**src/logic/lrc_defs.svh**
```systemverilog
// constants for the limits and reset configuration block
`ifndef LRC_DEFS_SVH
`define LRC_DEFS_SVH

// ----------------------------------------------------------------
// register offsets
// ----------------------------------------------------------------
`define LRC_ADDR_CMD     8'h14
`define LRC_ADDR_LIMITS  8'h16

// ----------------------------------------------------------------
// limits_and_reset_config fields
// ----------------------------------------------------------------
`define LRC_B_RESTART_AFTER_FAULT      0
`define LRC_B_RSTIND     1
`define LRC_B_FORCE      2
`define LRC_F_TPW_LO     4
`define LRC_F_TPW_HI     5
`define LRC_F_IPK_LO     6
`define LRC_F_IPK_HI     7
`define LRC_LIM_RST      8'hE3
`define LRC_LIM_WMASK    8'hF3

// ----------------------------------------------------------------
// command register mode bits
// ----------------------------------------------------------------
`define LRC_B_MODE_HI    6
`define LRC_B_MODE_LO    7
`define LRC_CMD_MODE_RST 2'h3
`define LRC_MODE_IDX_HI  0
`define LRC_MODE_IDX_LO  1

// ----------------------------------------------------------------
// misc
// ----------------------------------------------------------------
`define LRC_BYTE_ZERO    8'h00
`define LRC_FAULT_NUM    2

`endif

```
**src/logic/lrc_pkg.sv**
```systemverilog
// types for the limits and reset configuration block
package lrc_pkg;
    typedef enum logic [1:0] {
        LRC_ST_RUN,
        LRC_ST_HALTED,
        LRC_ST_RESTART
    } lrc_state_t;
endpackage

```
**src/logic/lrc_sync.sv**
```systemverilog
// three-flop input synchroniser with agreement filter
`timescale 1ns/10ps
`default_nettype none
module lrc_sync #(
    parameter int WIDTH = 2
) (
    input  wire logic             clk_sys,
    input  wire logic             nrst,
    input  wire logic [WIDTH-1:0] async_in,
    output logic      [WIDTH-1:0] level_q
);
    logic [WIDTH-1:0] s1_q;
    logic [WIDTH-1:0] s2_q;
    logic [WIDTH-1:0] s3_q;
    logic [WIDTH-1:0] level_d;

    if (WIDTH < 1) begin : g_chk
        $error("lrc_sync: WIDTH must be at least 1");
    end

    // ----------------------------------------------------------------
    // filter
    // ----------------------------------------------------------------
    // a change counts only once stages two and three agree
    always_comb begin
        level_d = level_q;
        for (int i = 0; i < WIDTH; i++) begin
            if (s2_q[i] == s3_q[i]) begin
                level_d[i] = s3_q[i];
            end
        end
    end

    always_ff @(posedge clk_sys or negedge nrst) begin
        if (!nrst) begin
            s1_q    <= '0;
            s2_q    <= '0;
            s3_q    <= '0;
            level_q <= '0;
        end else begin
            s1_q    <= async_in;
            s2_q    <= s1_q;
            s3_q    <= s2_q;
            level_q <= level_d;
        end
    end
endmodule
`default_nettype wire

```
**src/logic/lrc_top.sv**
```systemverilog
// limits and reset configuration register with fault re-arm control
`timescale 1ns/10ps
`default_nettype none
`include "lrc_defs.svh"
module lrc_top
    import lrc_pkg::*;
#(
    parameter int FAULTS = `LRC_FAULT_NUM
) (
    input  wire logic       clk_sys,
    input  wire logic       nrst,
    input  wire logic       reg_wr,
    input  wire logic [7:0] reg_addr,
    input  wire logic [7:0] reg_wdata,
    output logic      [7:0] reg_rdata_q,
    input  wire logic       mode_sel,
    input  wire logic       thermal_shutdown,
    input  wire logic       output_short_circuit,
    output logic            forced_pulse_mode_q,
    output logic      [1:0] peak_current_limit_q,
    output logic      [1:0] thermal_prewarn_threshold_q,
    output logic            converter_off_q,
    output logic            restart_pulse_q,
    output logic            regs_reset_q
);
    logic [7:0]       lim_q;
    logic [7:0]       lim_d;
    logic [1:0]       cmd_mode_q;
    logic [1:0]       cmd_mode_d;
    logic [7:0]       rdata_d;
    logic             regs_reset_d;
    logic             fpm_d;
    logic [1:0]       ipk_d;
    logic [1:0]       tpw_d;
    lrc_state_t       st_q;
    lrc_state_t       st_d;
    logic             off_d;
    logic             restart_d;
    logic [FAULTS-1:0] fault_lvl;
    logic             fault_any;
    logic             wr_lim;
    logic             wr_cmd;
    logic             force_wr;

    if (FAULTS != `LRC_FAULT_NUM) begin : g_chk
        $error("lrc_top: FAULTS must match the two fault inputs");
    end

    function automatic logic hit(input logic [7:0] a, input logic [7:0] off);
        hit = (a == off);
    endfunction

    // ----------------------------------------------------------------
    // fault inputs
    // ----------------------------------------------------------------
    // analog comparators are asynchronous to clk_sys
    lrc_sync #(
        .WIDTH (FAULTS)
    ) u_sync (
        .clk_sys  (clk_sys),
        .nrst     (nrst),
        .async_in ({output_short_circuit, thermal_shutdown}),
        .level_q  (fault_lvl)
    );

    assign fault_any = |fault_lvl;
    assign wr_lim    = reg_wr && hit(reg_addr, `LRC_ADDR_LIMITS);
    assign wr_cmd    = reg_wr && hit(reg_addr, `LRC_ADDR_CMD);
    assign force_wr  = wr_lim && reg_wdata[`LRC_B_FORCE];

    // ----------------------------------------------------------------
    // register file
    // ----------------------------------------------------------------
    always_comb begin
        lim_d        = lim_q;
        cmd_mode_d   = cmd_mode_q;
        regs_reset_d = 1'b0;
        if (force_wr) begin
            // other data bits of a forcing write are discarded on purpose
            lim_d        = `LRC_LIM_RST;
            cmd_mode_d   = `LRC_CMD_MODE_RST;
            regs_reset_d = 1'b1;
        end else if (wr_lim) begin
            // force bit never stored, so it self-clears
            lim_d = reg_wdata & `LRC_LIM_WMASK;
        end else if (wr_cmd) begin
            cmd_mode_d[`LRC_MODE_IDX_HI] = reg_wdata[`LRC_B_MODE_HI];
            cmd_mode_d[`LRC_MODE_IDX_LO] = reg_wdata[`LRC_B_MODE_LO];
        end
    end

    always_comb begin
        rdata_d = `LRC_BYTE_ZERO;
        if (hit(reg_addr, `LRC_ADDR_LIMITS)) begin
            rdata_d = lim_q;
        end else if (hit(reg_addr, `LRC_ADDR_CMD)) begin
            rdata_d[`LRC_B_MODE_HI] = cmd_mode_q[`LRC_MODE_IDX_HI];
            rdata_d[`LRC_B_MODE_LO] = cmd_mode_q[`LRC_MODE_IDX_LO];
        end
    end

    always_ff @(posedge clk_sys or negedge nrst) begin
        if (!nrst) begin
            lim_q        <= `LRC_LIM_RST;
            cmd_mode_q   <= `LRC_CMD_MODE_RST;
            regs_reset_q <= 1'b0;
            reg_rdata_q  <= `LRC_BYTE_ZERO;
        end else begin
            lim_q        <= lim_d;
            cmd_mode_q   <= cmd_mode_d;
            regs_reset_q <= regs_reset_d;
            reg_rdata_q  <= rdata_d;
        end
    end

    // ----------------------------------------------------------------
    // analog settings and mode
    // ----------------------------------------------------------------
    // limit fields taken from next value so they land with the write edge; mode uses the stored value
    always_comb begin
        ipk_d = lim_d[`LRC_F_IPK_HI:`LRC_F_IPK_LO];
        tpw_d = lim_d[`LRC_F_TPW_HI:`LRC_F_TPW_LO];
        if (mode_sel) begin
            fpm_d = cmd_mode_q[`LRC_MODE_IDX_HI];
        end else begin
            fpm_d = cmd_mode_q[`LRC_MODE_IDX_LO];
        end
    end

    always_ff @(posedge clk_sys or negedge nrst) begin
        if (!nrst) begin
            peak_current_limit_q        <= 2'((`LRC_LIM_RST >> `LRC_F_IPK_LO));
            thermal_prewarn_threshold_q <= 2'((`LRC_LIM_RST >> `LRC_F_TPW_LO));
            forced_pulse_mode_q         <= 1'b0;
        end else begin
            peak_current_limit_q        <= ipk_d;
            thermal_prewarn_threshold_q <= tpw_d;
            forced_pulse_mode_q         <= fpm_d;
        end
    end

    // ----------------------------------------------------------------
    // fault re-arm state machine
    // ----------------------------------------------------------------
    // re-arm waits for the fault to go away, else it would loop
    always_comb begin
        st_d = st_q;
        case (st_q)
            LRC_ST_RUN: begin
                if (fault_any) begin
                    st_d = LRC_ST_HALTED;
                end
            end
            LRC_ST_HALTED: begin
                if (!fault_any && lim_q[`LRC_B_RESTART_AFTER_FAULT]) begin
                    st_d = LRC_ST_RESTART;
                end
            end
            LRC_ST_RESTART: begin
                st_d = LRC_ST_RUN;
            end
            default: begin
                st_d = LRC_ST_RUN;
            end
        endcase
        off_d     = (st_d == LRC_ST_HALTED);
        restart_d = (st_d == LRC_ST_RESTART);
    end

    always_ff @(posedge clk_sys or negedge nrst) begin
        if (!nrst) begin
            st_q            <= LRC_ST_RUN;
            converter_off_q <= 1'b0;
            restart_pulse_q <= 1'b0;
        end else begin
            st_q            <= st_d;
            converter_off_q <= off_d;
            restart_pulse_q <= restart_d;
        end
    end

    // ----------------------------------------------------------------
    // assertions
    // ----------------------------------------------------------------
    AST_MODE_HI: assert property (@(posedge clk_sys) disable iff (!nrst)
        mode_sel && !wr_cmd && !force_wr
        |=> forced_pulse_mode_q == cmd_mode_q[`LRC_MODE_IDX_HI])
        else $error("forced mode wrong with mode signal high");

    AST_MODE_LO: assert property (@(posedge clk_sys) disable iff (!nrst)
        !mode_sel && !wr_cmd && !force_wr
        |=> forced_pulse_mode_q == cmd_mode_q[`LRC_MODE_IDX_LO])
        else $error("forced mode wrong with mode signal low");

    AST_STAY_OFF: assert property (@(posedge clk_sys) disable iff (!nrst)
        st_q == LRC_ST_HALTED && !lim_q[`LRC_B_RESTART_AFTER_FAULT] && !wr_lim
        |=> converter_off_q && !restart_pulse_q)
        else $error("converter left off state without re-arm");

    AST_RESTART_AFTER_FAULT: assert property (@(posedge clk_sys) disable iff (!nrst)
        st_q == LRC_ST_HALTED && !fault_any && lim_q[`LRC_B_RESTART_AFTER_FAULT]
        |=> restart_pulse_q && !converter_off_q ##1 !restart_pulse_q)
        else $error("re-arm did not issue one restart pulse");

    AST_FAULT_OFF: assert property (@(posedge clk_sys) disable iff (!nrst)
        $rose(fault_any) && st_q == LRC_ST_RUN |=> converter_off_q)
        else $error("fault did not switch converter off");

    AST_KEEP_REGS: assert property (@(posedge clk_sys) disable iff (!nrst)
        restart_pulse_q && !$past(reg_wr) |-> $stable(lim_q) && !regs_reset_q)
        else $error("restart disturbed programmed registers");

    AST_FORCE_DEF: assert property (@(posedge clk_sys) disable iff (!nrst)
        force_wr |=> lim_q == `LRC_LIM_RST && regs_reset_q
        && cmd_mode_q == `LRC_CMD_MODE_RST)
        else $error("forced reset did not reload defaults");

    AST_IND_SET: assert property (@(posedge clk_sys) disable iff (!nrst)
        regs_reset_q |-> lim_q[`LRC_B_RSTIND])
        else $error("reset indicator not set after register reset");

    AST_FORCE_ZERO: assert property (@(posedge clk_sys) disable iff (!nrst)
        !lim_q[`LRC_B_FORCE] && !reg_rdata_q[`LRC_B_FORCE])
        else $error("force bit not self cleared");

    AST_FIELDS: assert property (@(posedge clk_sys) disable iff (!nrst)
        wr_lim && !force_wr
        |=> peak_current_limit_q == $past(reg_wdata[`LRC_F_IPK_HI:`LRC_F_IPK_LO])
        && thermal_prewarn_threshold_q == $past(reg_wdata[`LRC_F_TPW_HI:`LRC_F_TPW_LO]))
        else $error("threshold fields did not follow write");

    AST_FIELD_TIE: assert property (@(posedge clk_sys) disable iff (!nrst)
        peak_current_limit_q == lim_q[`LRC_F_IPK_HI:`LRC_F_IPK_LO]
        && thermal_prewarn_threshold_q == lim_q[`LRC_F_TPW_HI:`LRC_F_TPW_LO])
        else $error("field outputs differ from register");
endmodule
`default_nettype wire

```
**config.mk**
```make
export PLATFORM = sky130hd
export DESIGN_NAME = lrc_top
export DESIGN_NICKNAME = d
export VERILOG_FILES = /design/src/logic/lrc_pkg.sv /design/src/logic/lrc_sync.sv /design/src/logic/lrc_top.sv
export VERILOG_INCLUDE_DIRS = /design/src /design/src/logic
export SDC_FILE = /design/constraint.sdc
export NUM_CORES = 1
export LEC_CHECK = 0
export BUFFER_PORTS_ARGS = -buffer_cell sky130_fd_sc_hd__buf_2
export CORE_ASPECT_RATIO = 0.8
export CORE_MARGIN = 3
export CORE_UTILIZATION = 30
export DETAILED_ROUTE_END_ITERATION = 10
export PLACE_DENSITY = 0.57
export SETUP_SLACK_MARGIN = 0.15
export SYNTH_ARGS = -nofsm -noshare
export SYNTH_HDL_FRONTEND = slang
export SYNTH_SLANG_ARGS = --single-unit
```
**constraint.sdc**
```tcl
create_clock -name clk_sys -period 1.8 [get_ports clk_sys]
set_input_delay 0.09 -clock clk_sys [delete_from_list [all_inputs] [get_ports clk_sys]]
set_output_delay 0.09 -clock clk_sys [all_outputs]
set_load 0.01 [all_outputs]
```
# After elaboration in Yosys (flattened, before gate mapping)

Cells that the tools add are included.

Word-level logic and storage cells: 47
Register bits: 36
ROM bits: 0
Bits in writable memories: 0
Latch bits: 0
Memories: 0

Multiply operators: 0
Magnitude comparators: 0
Reductions and logical operators: 10
Add/subtract/negate cells: 0
Divide/modulo/power cells: 0
Shift operators: 0
Muxes and demuxes: 13
Bitwise gates (word level): 0
Equal/unequal tests: 8

Operators with widths:

| kind               | count |
|---|---|
| $eq 8x5->1 const B | 2 |
| $mux 8             | 2 |
| $mux 2             | 7 |
| $mux 6             | 1 |
| $eq 2x1->1 const B | 2 |
| $logic_and 1x1->1  | 4 |
| $pmux 2 s2         | 1 |
| $reduce_bool 2->1  | 2 |
| $eq 1x1->1         | 2 |
| $eq 2x2->1 const B | 1 |
| $logic_not 2->1    | 1 |
| $mux 1             | 2 |
| $ne 2x1->1 const B | 1 |
| $reduce_and 2->1   | 1 |
| $reduce_or 2->1    | 1 |
| $logic_not 1->1    | 1 |

# Depth between registers and ports, before layout

Gate-level depths: netlist of the first run.

Depth in word-level cells: 6
Gate-level depth with buffers: 4
Gate-level depth less buffers: 3

# Cells and area by module

From an unflattened synthesis of the first run, not the netlist that was laid out.

Cells, all modules: 84
Area total of the unflattened synthesis: 1118.6 um^2

Modules (own cells, without submodules):

| module   | area an instance (um^2) | cells an instance | seq. area each (um^2) | instances |
|---|---|---|---|---|
| lrc_top  | 895.9                   | 74                | 534.3                 | 1 |
| lrc_sync | 222.7                   | 10                | 200.2                 | 1 |

# Worst setup path after synthesis of the first run

No wires, ideal clock.

Path kind: input -> register
From: input reg_addr[5]
To: register thermal_prewarn_threshold_q[0]
Data required time: 1.675 ns
Stages on the path: 3
Path slack: 0.669 ns
Data arrival time: 1.006 ns
Cell sequence: nor4b_4 nand4_4 mux2_4

Cells in the longest elaborated chain, start to end: 4
Elaborated cells on any way between the ends: 5

Ends and longest elaborated chain:

| item                                               | RTL line                     | source |
|---|---|---|
| start: declaration                                 | lrc_top.sv:13                | `input wire logic [7:0] reg_addr,` |
| $eq 8x5->1 *                                       | lrc_top.sv:50                | `hit = (a == off);` |
| $logic_and 1x1->1 *                                | lrc_top.sv:67                | `` assign wr_lim = reg_wr && hit(reg_addr, `LRC_ADDR_LIMITS); `` |
| $mux 8 / $logic_and 1x1->1 (equally long branches) | lrc_top.sv:83, lrc_top.sv:69 |  |
| $mux 8 *                                           | lrc_top.sv:78                | `if (force_wr) begin` |
| end signal: assignment                             | lrc_top.sv:133               | `` thermal_prewarn_threshold_q <= 2'((`LRC_LIM_RST >> `LRC_F_TPW_LO)); `` |
| end signal: assignment                             | lrc_top.sv:137               | `thermal_prewarn_threshold_q <= tpw_d;` |
| end: declaration                                   | lrc_top.sv:21                | `output logic [1:0] thermal_prewarn_threshold_q,` |

Mark *: on every way between the ends. The rest lies on a longest branch, timed or not. The select of a mux whose other input is x is not followed.
A chain may end at the register's enable or synchronous reset.

# Worst setup path in the final report of the first run

Same ends and word-level chain as after synthesis.

==> results of run 1 <==
## stage by stage
stage | instance area (um2) | worst slack, ps
3_3_place_gp | 1320 | 458
6_report | 1450 | 732
5_1_grt | 1450 | 650
2_1_floorplan | 1130 | 669
3_5_place_dp | 1320 | 429
4_1_cts | 1450 | 728
## logic make-up (layout without fill, tap and decap cells)
logic type,count (synthesis),count (layout),synth area share (%)
flops,29,29,64.9
simple gates,25,25,14.4
buf+inv,12,53,5.75
mux,9,9,8.51
compound gates,6,6,4.42
fa+ha+maj,2,2,1.77
other cells,1,1,0.331
## layout make-up
type,instances,area (um2)
Multi-Input combinational cell,43,333
Clock buffer,7,96.3
Sequential cell,29,734
Timing Repair Buffer,39,210
Tap cell,42,52.6
Inverter,6,22.5
Clock inverter,1,5.00
Fill cell,338,2060
## sequential cells by signal, summed over array words and instances, names as in the netlist
name / flops
cmd_mode_q: 2
converter_off_q: 1
forced_pulse_mode_q: 1
lim_q: 4
peak_current_limit_q: 1
reg_rdata_q: 7
regs_reset_q: 1
restart_pulse_q: 1
st_q: 2
thermal_prewarn_threshold_q: 1
u_sync.level_q: 2
u_sync.s1_q: 2
u_sync.s2_q: 2
u_sync.s3_q: 2
## where the power goes
group	switching (mW)	leakage, nW	internal, mW
sequential	0.0188	0.352	0.696
combinational	0.0606	0.400	0.0585
clock	0.226	0.0542	0.345
total	0.306	0.806	1.10
## repair_timing
item	CTS	global route
setup endpoints to repair	0	0
resized for setup	0	0
buffers inserted	0	0
endpoints found under the hold margin	24	0
hold buffers	3	0
## worst max-delay path, cell delays in order
cell     delay [ps]
buf_2           110
nor4b_4         420
nand4_4         250
mux2_4          350
## synth_stat cells, drive strengths merged
master and count:
a21oi 2, a41o 2, and2 1, and3 4, buf 6, conb 1, dfrtp 22, dfstp 7
inv 6, maj3 2, mux2 2, mux2i 7, nand2 2, nand2b 2, nand3 1, nand4 1
nor2 11, nor2b 1, nor3b 1, nor4b 1, o31a 2
## worst min path at each step
stage                                           endpoint  cells past startpoint  startpoint
after detailed placement                  reg_rdata_q[5]                      1        nrst
after floorplan                          converter_off_q                      0        nrst
final                                forced_pulse_mode_q                      2    mode_sel
after global routing                 forced_pulse_mode_q                      2    mode_sel
after CTS                            forced_pulse_mode_q                      2    mode_sel
after global placement    thermal_prewarn_threshold_q[0]                      1        nrst
## routing by layer
layer  vias up  routed length, um  part of all wire (%)
met5         -                  0                     0
met1       328                921                    46
met3         5                185                   9.2
met2        29                881                    44
met4         0                 34                   1.7
li1        352                  -                     -
## placed cells by master, fill, tap and decap left out, drive strengths merged
master and count:
nand3 1, mux2i 7, nor3b 1, and2 1
inv 6, buf 36, a21oi 2, clkbuf 7
nand2b 2, maj3 2, mux2 2, clkinv 1
nor2 11, dfstp 7, dlygate4sd3 3, nor2b 1
nand2 2, o31a 2, nor4b 1, and3 4
dfrtp 22, a41o 2, nand4 1, conb 1
==> flow_summary.json, run 1 <==
{
  "wl_per_cell_um": 12.1,
  "start_util_pct": 32.2,
  "path_max_fanout": 7,
  "met1_usage_pct": 11.9,
  "rr_startpoint": "u_sync.s2_q[1]",
  "die_w_um": 74.7,
  "ys_seq_area_share_pct": 64.9,
  "n_antenna_cell": 0,
  "synth_top_area_cell": "dfrtp_1",
  "clock_latency_ps": 270,
  "grt_setup_unrepaired": "false",
  "antenna_found_initial": 0,
  "numCtsBuffers": 5,
  "place.gp.congestion": 0.695,
  "tritoncts": "done",
  "grt_overflow": 0,
  "coreArea_um2": 3520,
  "critPathLaunchType": "input pin",
  "endpoint_kind": "flip-flop",
  "fmax_ghz": 0.936,
  "fp.dieArea_um2": 4550,
  "ys_types": 23,
  "vias": 714,
  "finalCritPeriodShare_pct": 59.3,
  "report.final.setup_viol": 0,
  "worstMarginPinSlew_ps": 618,
  "clock_path_buffers": 2,
  "postRouteWirelength_um": 2020,
  "drive_gt1_share_pct": 47.2,
  "gr-usage-met3_pct": 3.97,
  "setup_tns_ps": 0,
  "die_h_um": 61.0,
  "startpoint": "reg_addr[5]",
  "drv_slew": 0,
  "fin_cells": 167,
  "grtUsageTotal_pct": 9.67,
  "crit_type": "input pin to flip-flop",
  "cellPowerDensity_nw_per_um2": 966,
  "hpwl_um": 1490,
  "slew_headroom_pct": 58.8,
  "first_pass_iters": 3,
  "port_buffers": 36,
  "layout.nets": 146,
  "cts-root-buf": "clkbuf_8",
  "syn_area_um2": 1130,
  "vias_per_cell": 4.28,
  "power_mw": 1.40,
  "yosys_warnings": 0,
  "p_leak_nw": 0.806,
  "grt.busiest_layer": "met2",
  "cts.sinks": 29,
  "placed_cells": 156,
  "num_rows": 19,
  "syn-num-nets": 106,
  "r2r-end": "u_sync.level_q[1]",
  "hold_viol_final": 0,
  "final_antenna_net_count": 0,
  "grt_max_degree": 30,
  "worstPathRequired_ps": 1960,
  "htree_levels": 2,
  "drt_iter0_drc": 10,
  "ios": 38,
  "maxCapViolations": 0,
  "clk_pin_slew_ps": 60,
  "syn_avg_cell_area_um2": 13.5,
  "ys_ff_latch": 29,
  "ff2ff_path_depth": 1,
  "irDropWorstVdd_mv": 0.463,
  "reg2reg_slack_ps": 940,
  "cp.arrival_ps": 1230,
  "finish.utilization_pct": 41.3,
  "synth_top_area_share_pct": 48.6,
  "grt_pass1_wl_um": 3120,
  "clock_skew_ps": 3.37,
  "fin_hold_ws_ps": 66.9,
  "status": "finished, final reports clean",
  "cp-endpoint": "thermal_prewarn_threshold_q[0]",
  "grt_pass1_vias": 701,
  "use_met2_pct": 14.4,
  "drc": 0,
  "syn_inst": 84,
  "area_delta_synth_final_pct": 28.4,
  "synth.area.top_cells": "dfrtp_1 (49%), dfstp_2 (16%), mux2i_1 (6.2%)",
  "hold_class": "input pin to flip-flop",
  "layout_min_cycle_time_ps": 1070
}
No activity file was read; power rests on OpenSTA's default activity.
==> inputs of run 2 (changes only) <==
==> constraint.sdc (replaced) <==
create_clock -name clk_sys -period 1.05 [get_ports clk_sys]
set_input_delay 0.0525 -clock clk_sys [delete_from_list [all_inputs] [get_ports clk_sys]]
set_output_delay 0.0525 -clock clk_sys [all_outputs]
set_load 0.01 [all_outputs]
==> run 2 against run 1 <==
Compared with the run above: global-route usage grew 0.58 points; final area increased by 3.8%; final cell count up 4.2%; sequential share of layout area fell by 1.8 points; total power up 65%; critical endpoint is now thermal_prewarn_threshold_q[1]; largest power group unchanged.
==> flow_summary.json, run 2 (synthesis results as in run 1) <==
{
  "finish.utilization_pct": 42.9,
  "postRouteWirelength_um": 2220,
  "place.gp.congestion": 0.689,
  "slowest_stage": "dfstp_2",
  "fin_cells": 174,
  "path_cells": "buf_6",
  "endpoint_kind": "primary output",
  "finalCritPeriodShare_pct": 92.6,
  "drt_iter0_drc": 21,
  "power_mw": 2.31,
  "cts.sinks": 29,
  "crit_buf_inv": 1,
  "fp.dieArea_um2": 4550,
  "vias": 762,
  "seq_area_um2": 734,
  "layout.nets": 153,
  "cellPowerDensity_nw_per_um2": 1530,
  "final_antenna_net_count": 0,
  "cp.depth": 1,
  "clock_latency_ps": 270,
  "report.final.setup_viol": 0,
  "die_w_um": 74.7,
  "worstPathRequired_ps": 1000,
  "fmax_ghz": 1.03,
  "multi_input_area_um2": 335,
  "clock_path_buffers": 2,
  "htree_levels": 2,
  "largestRegisters": "reg_rdata_q (7), lim_q (4)",
  "n_antenna_cell": 0,
  "coreArea_um2": 3520,
  "grt_overflow": 0,
  "hold_viol_final": 0,
  "max_stage_delay_ps": 550,
  "layout_min_cycle_time_ps": 972,
  "hold_depth": 2,
  "grt_pass1_vias": 761,
  "hpwl_um": 1630,
  "irDropWorstVdd_mv": 0.676,
  "grt_max_degree": 30,
  "layout_common_cells": "buf_2 (33), dfrtp_1 (22), nor2_1 (10)",
  "vias_per_cell": 4.38,
  "drive_gt1_share_pct": 50.0,
  "die_h_um": 61.0,
  "critPathLaunchType": "flip-flop",
  "grt_pass1_wl_um": 3330,
  "drc": 0,
  "crit_type": "flip-flop to primary output",
  "ios": 38,
  "tritoncts": "done",
  "grt_setup_unrepaired": "true",
  "wl_per_cell_um": 12.8,
  "port_buffers": 36,
  "ff2ff_path_depth": 3,
  "num_rows": 19,
  "p_leak_nw": 0.840,
  "antenna_found_initial": 0,
  "area_delta_synth_final_pct": 33.3,
  "placed_cells": 161,
  "clk_pin_slew_ps": 60,
  "cts-root-buf": "clkbuf_8",
  "hold_class": "input pin to flip-flop",
  "numCtsBuffers": 5,
  "clock_skew_ps": 3.40,
  "n_fill_cell": 338,
  "grtUsageTotal_pct": 10.2,
  "status": "finished, final reports clean",
  "final_common_cell": "buf_2",
  "path_max_fanout": 3,
  "largest_register_ff_count": 7,
  "top_register": "reg_rdata_q",
  "cp.arrival_ps": 920,
  "drv_slew": 0,
  "first_pass_iters": 4,
  "path_delay_family": "flip-flops",
  "start_util_pct": 32.2,
  "maxCapViolations": 0
}
## run 2: path summary, 6_finish.rpt
path | startpoint | endpoint | slack, ps
max | lim_q[5] | thermal_prewarn_threshold_q[1] | 80
min reg2reg | u_sync.s1_q[0] | u_sync.s2_q[0] | 350
min in group asynchronous | nrst | reg_rdata_q[4] | 310
max reg2reg | lim_q[7] | lim_q[7] | 150
max in group asynchronous | nrst | cmd_mode_q[0] | 420
min | reg_wdata[6] | cmd_mode_q[0] | 30
## run 2: cell type report
class / count / area share (%)
inverter: 6 / 1.49
tap: 42 / 3.48
timing repair buffer: 46 / 18.7
sequential: 29 / 48.7
clock inverter: 2 / 0.663
multi-input combinational: 43 / 22.2
clock buffer: 6 / 4.81
## run 2: report_power, final
part	total [mW]	internal [mW]	leakage, nW	switching [mW]
sequential	1.23	1.19	0.352	0.0343
combinational	0.219	0.113	0.443	0.107
clock	0.866	0.458	0.0450	0.408
## run 2: timing repair
action                                 CTS  global route
setup endpoints to repair                3             9
hold buffers                             3             0
endpoints found under the hold margin   24             0
pin swaps                                0             1
gates resized for setup                  3             1
setup buffers                            2             0
## run 2: metrics by stage
step	instance area, um2	TNS, ps	hold slack [ps]	setup WS (ps)
6_report	1510	0	28.5	77.7
3_5_place_dp	1360	-623	76.1	-98.5
5_1_grt	1510	0	13.9	49.2
2_1_floorplan	1130	-43.3	-243	-43.3
3_3_place_gp	1360	-318	70.4	-56.1
4_1_cts	1510	0	22.7	66.7
## run 2: routing by layer
metal	part of all wire [%]	vias to the layer above	wire length (um)	track usage, %
met1	46	362	1020	12.0
li1	-	367	-	-
met4	1.9	0	42	6.09
met2	45	28	990	15.9
met5	0	-	0	0
met3	7.5	5	166	4.14
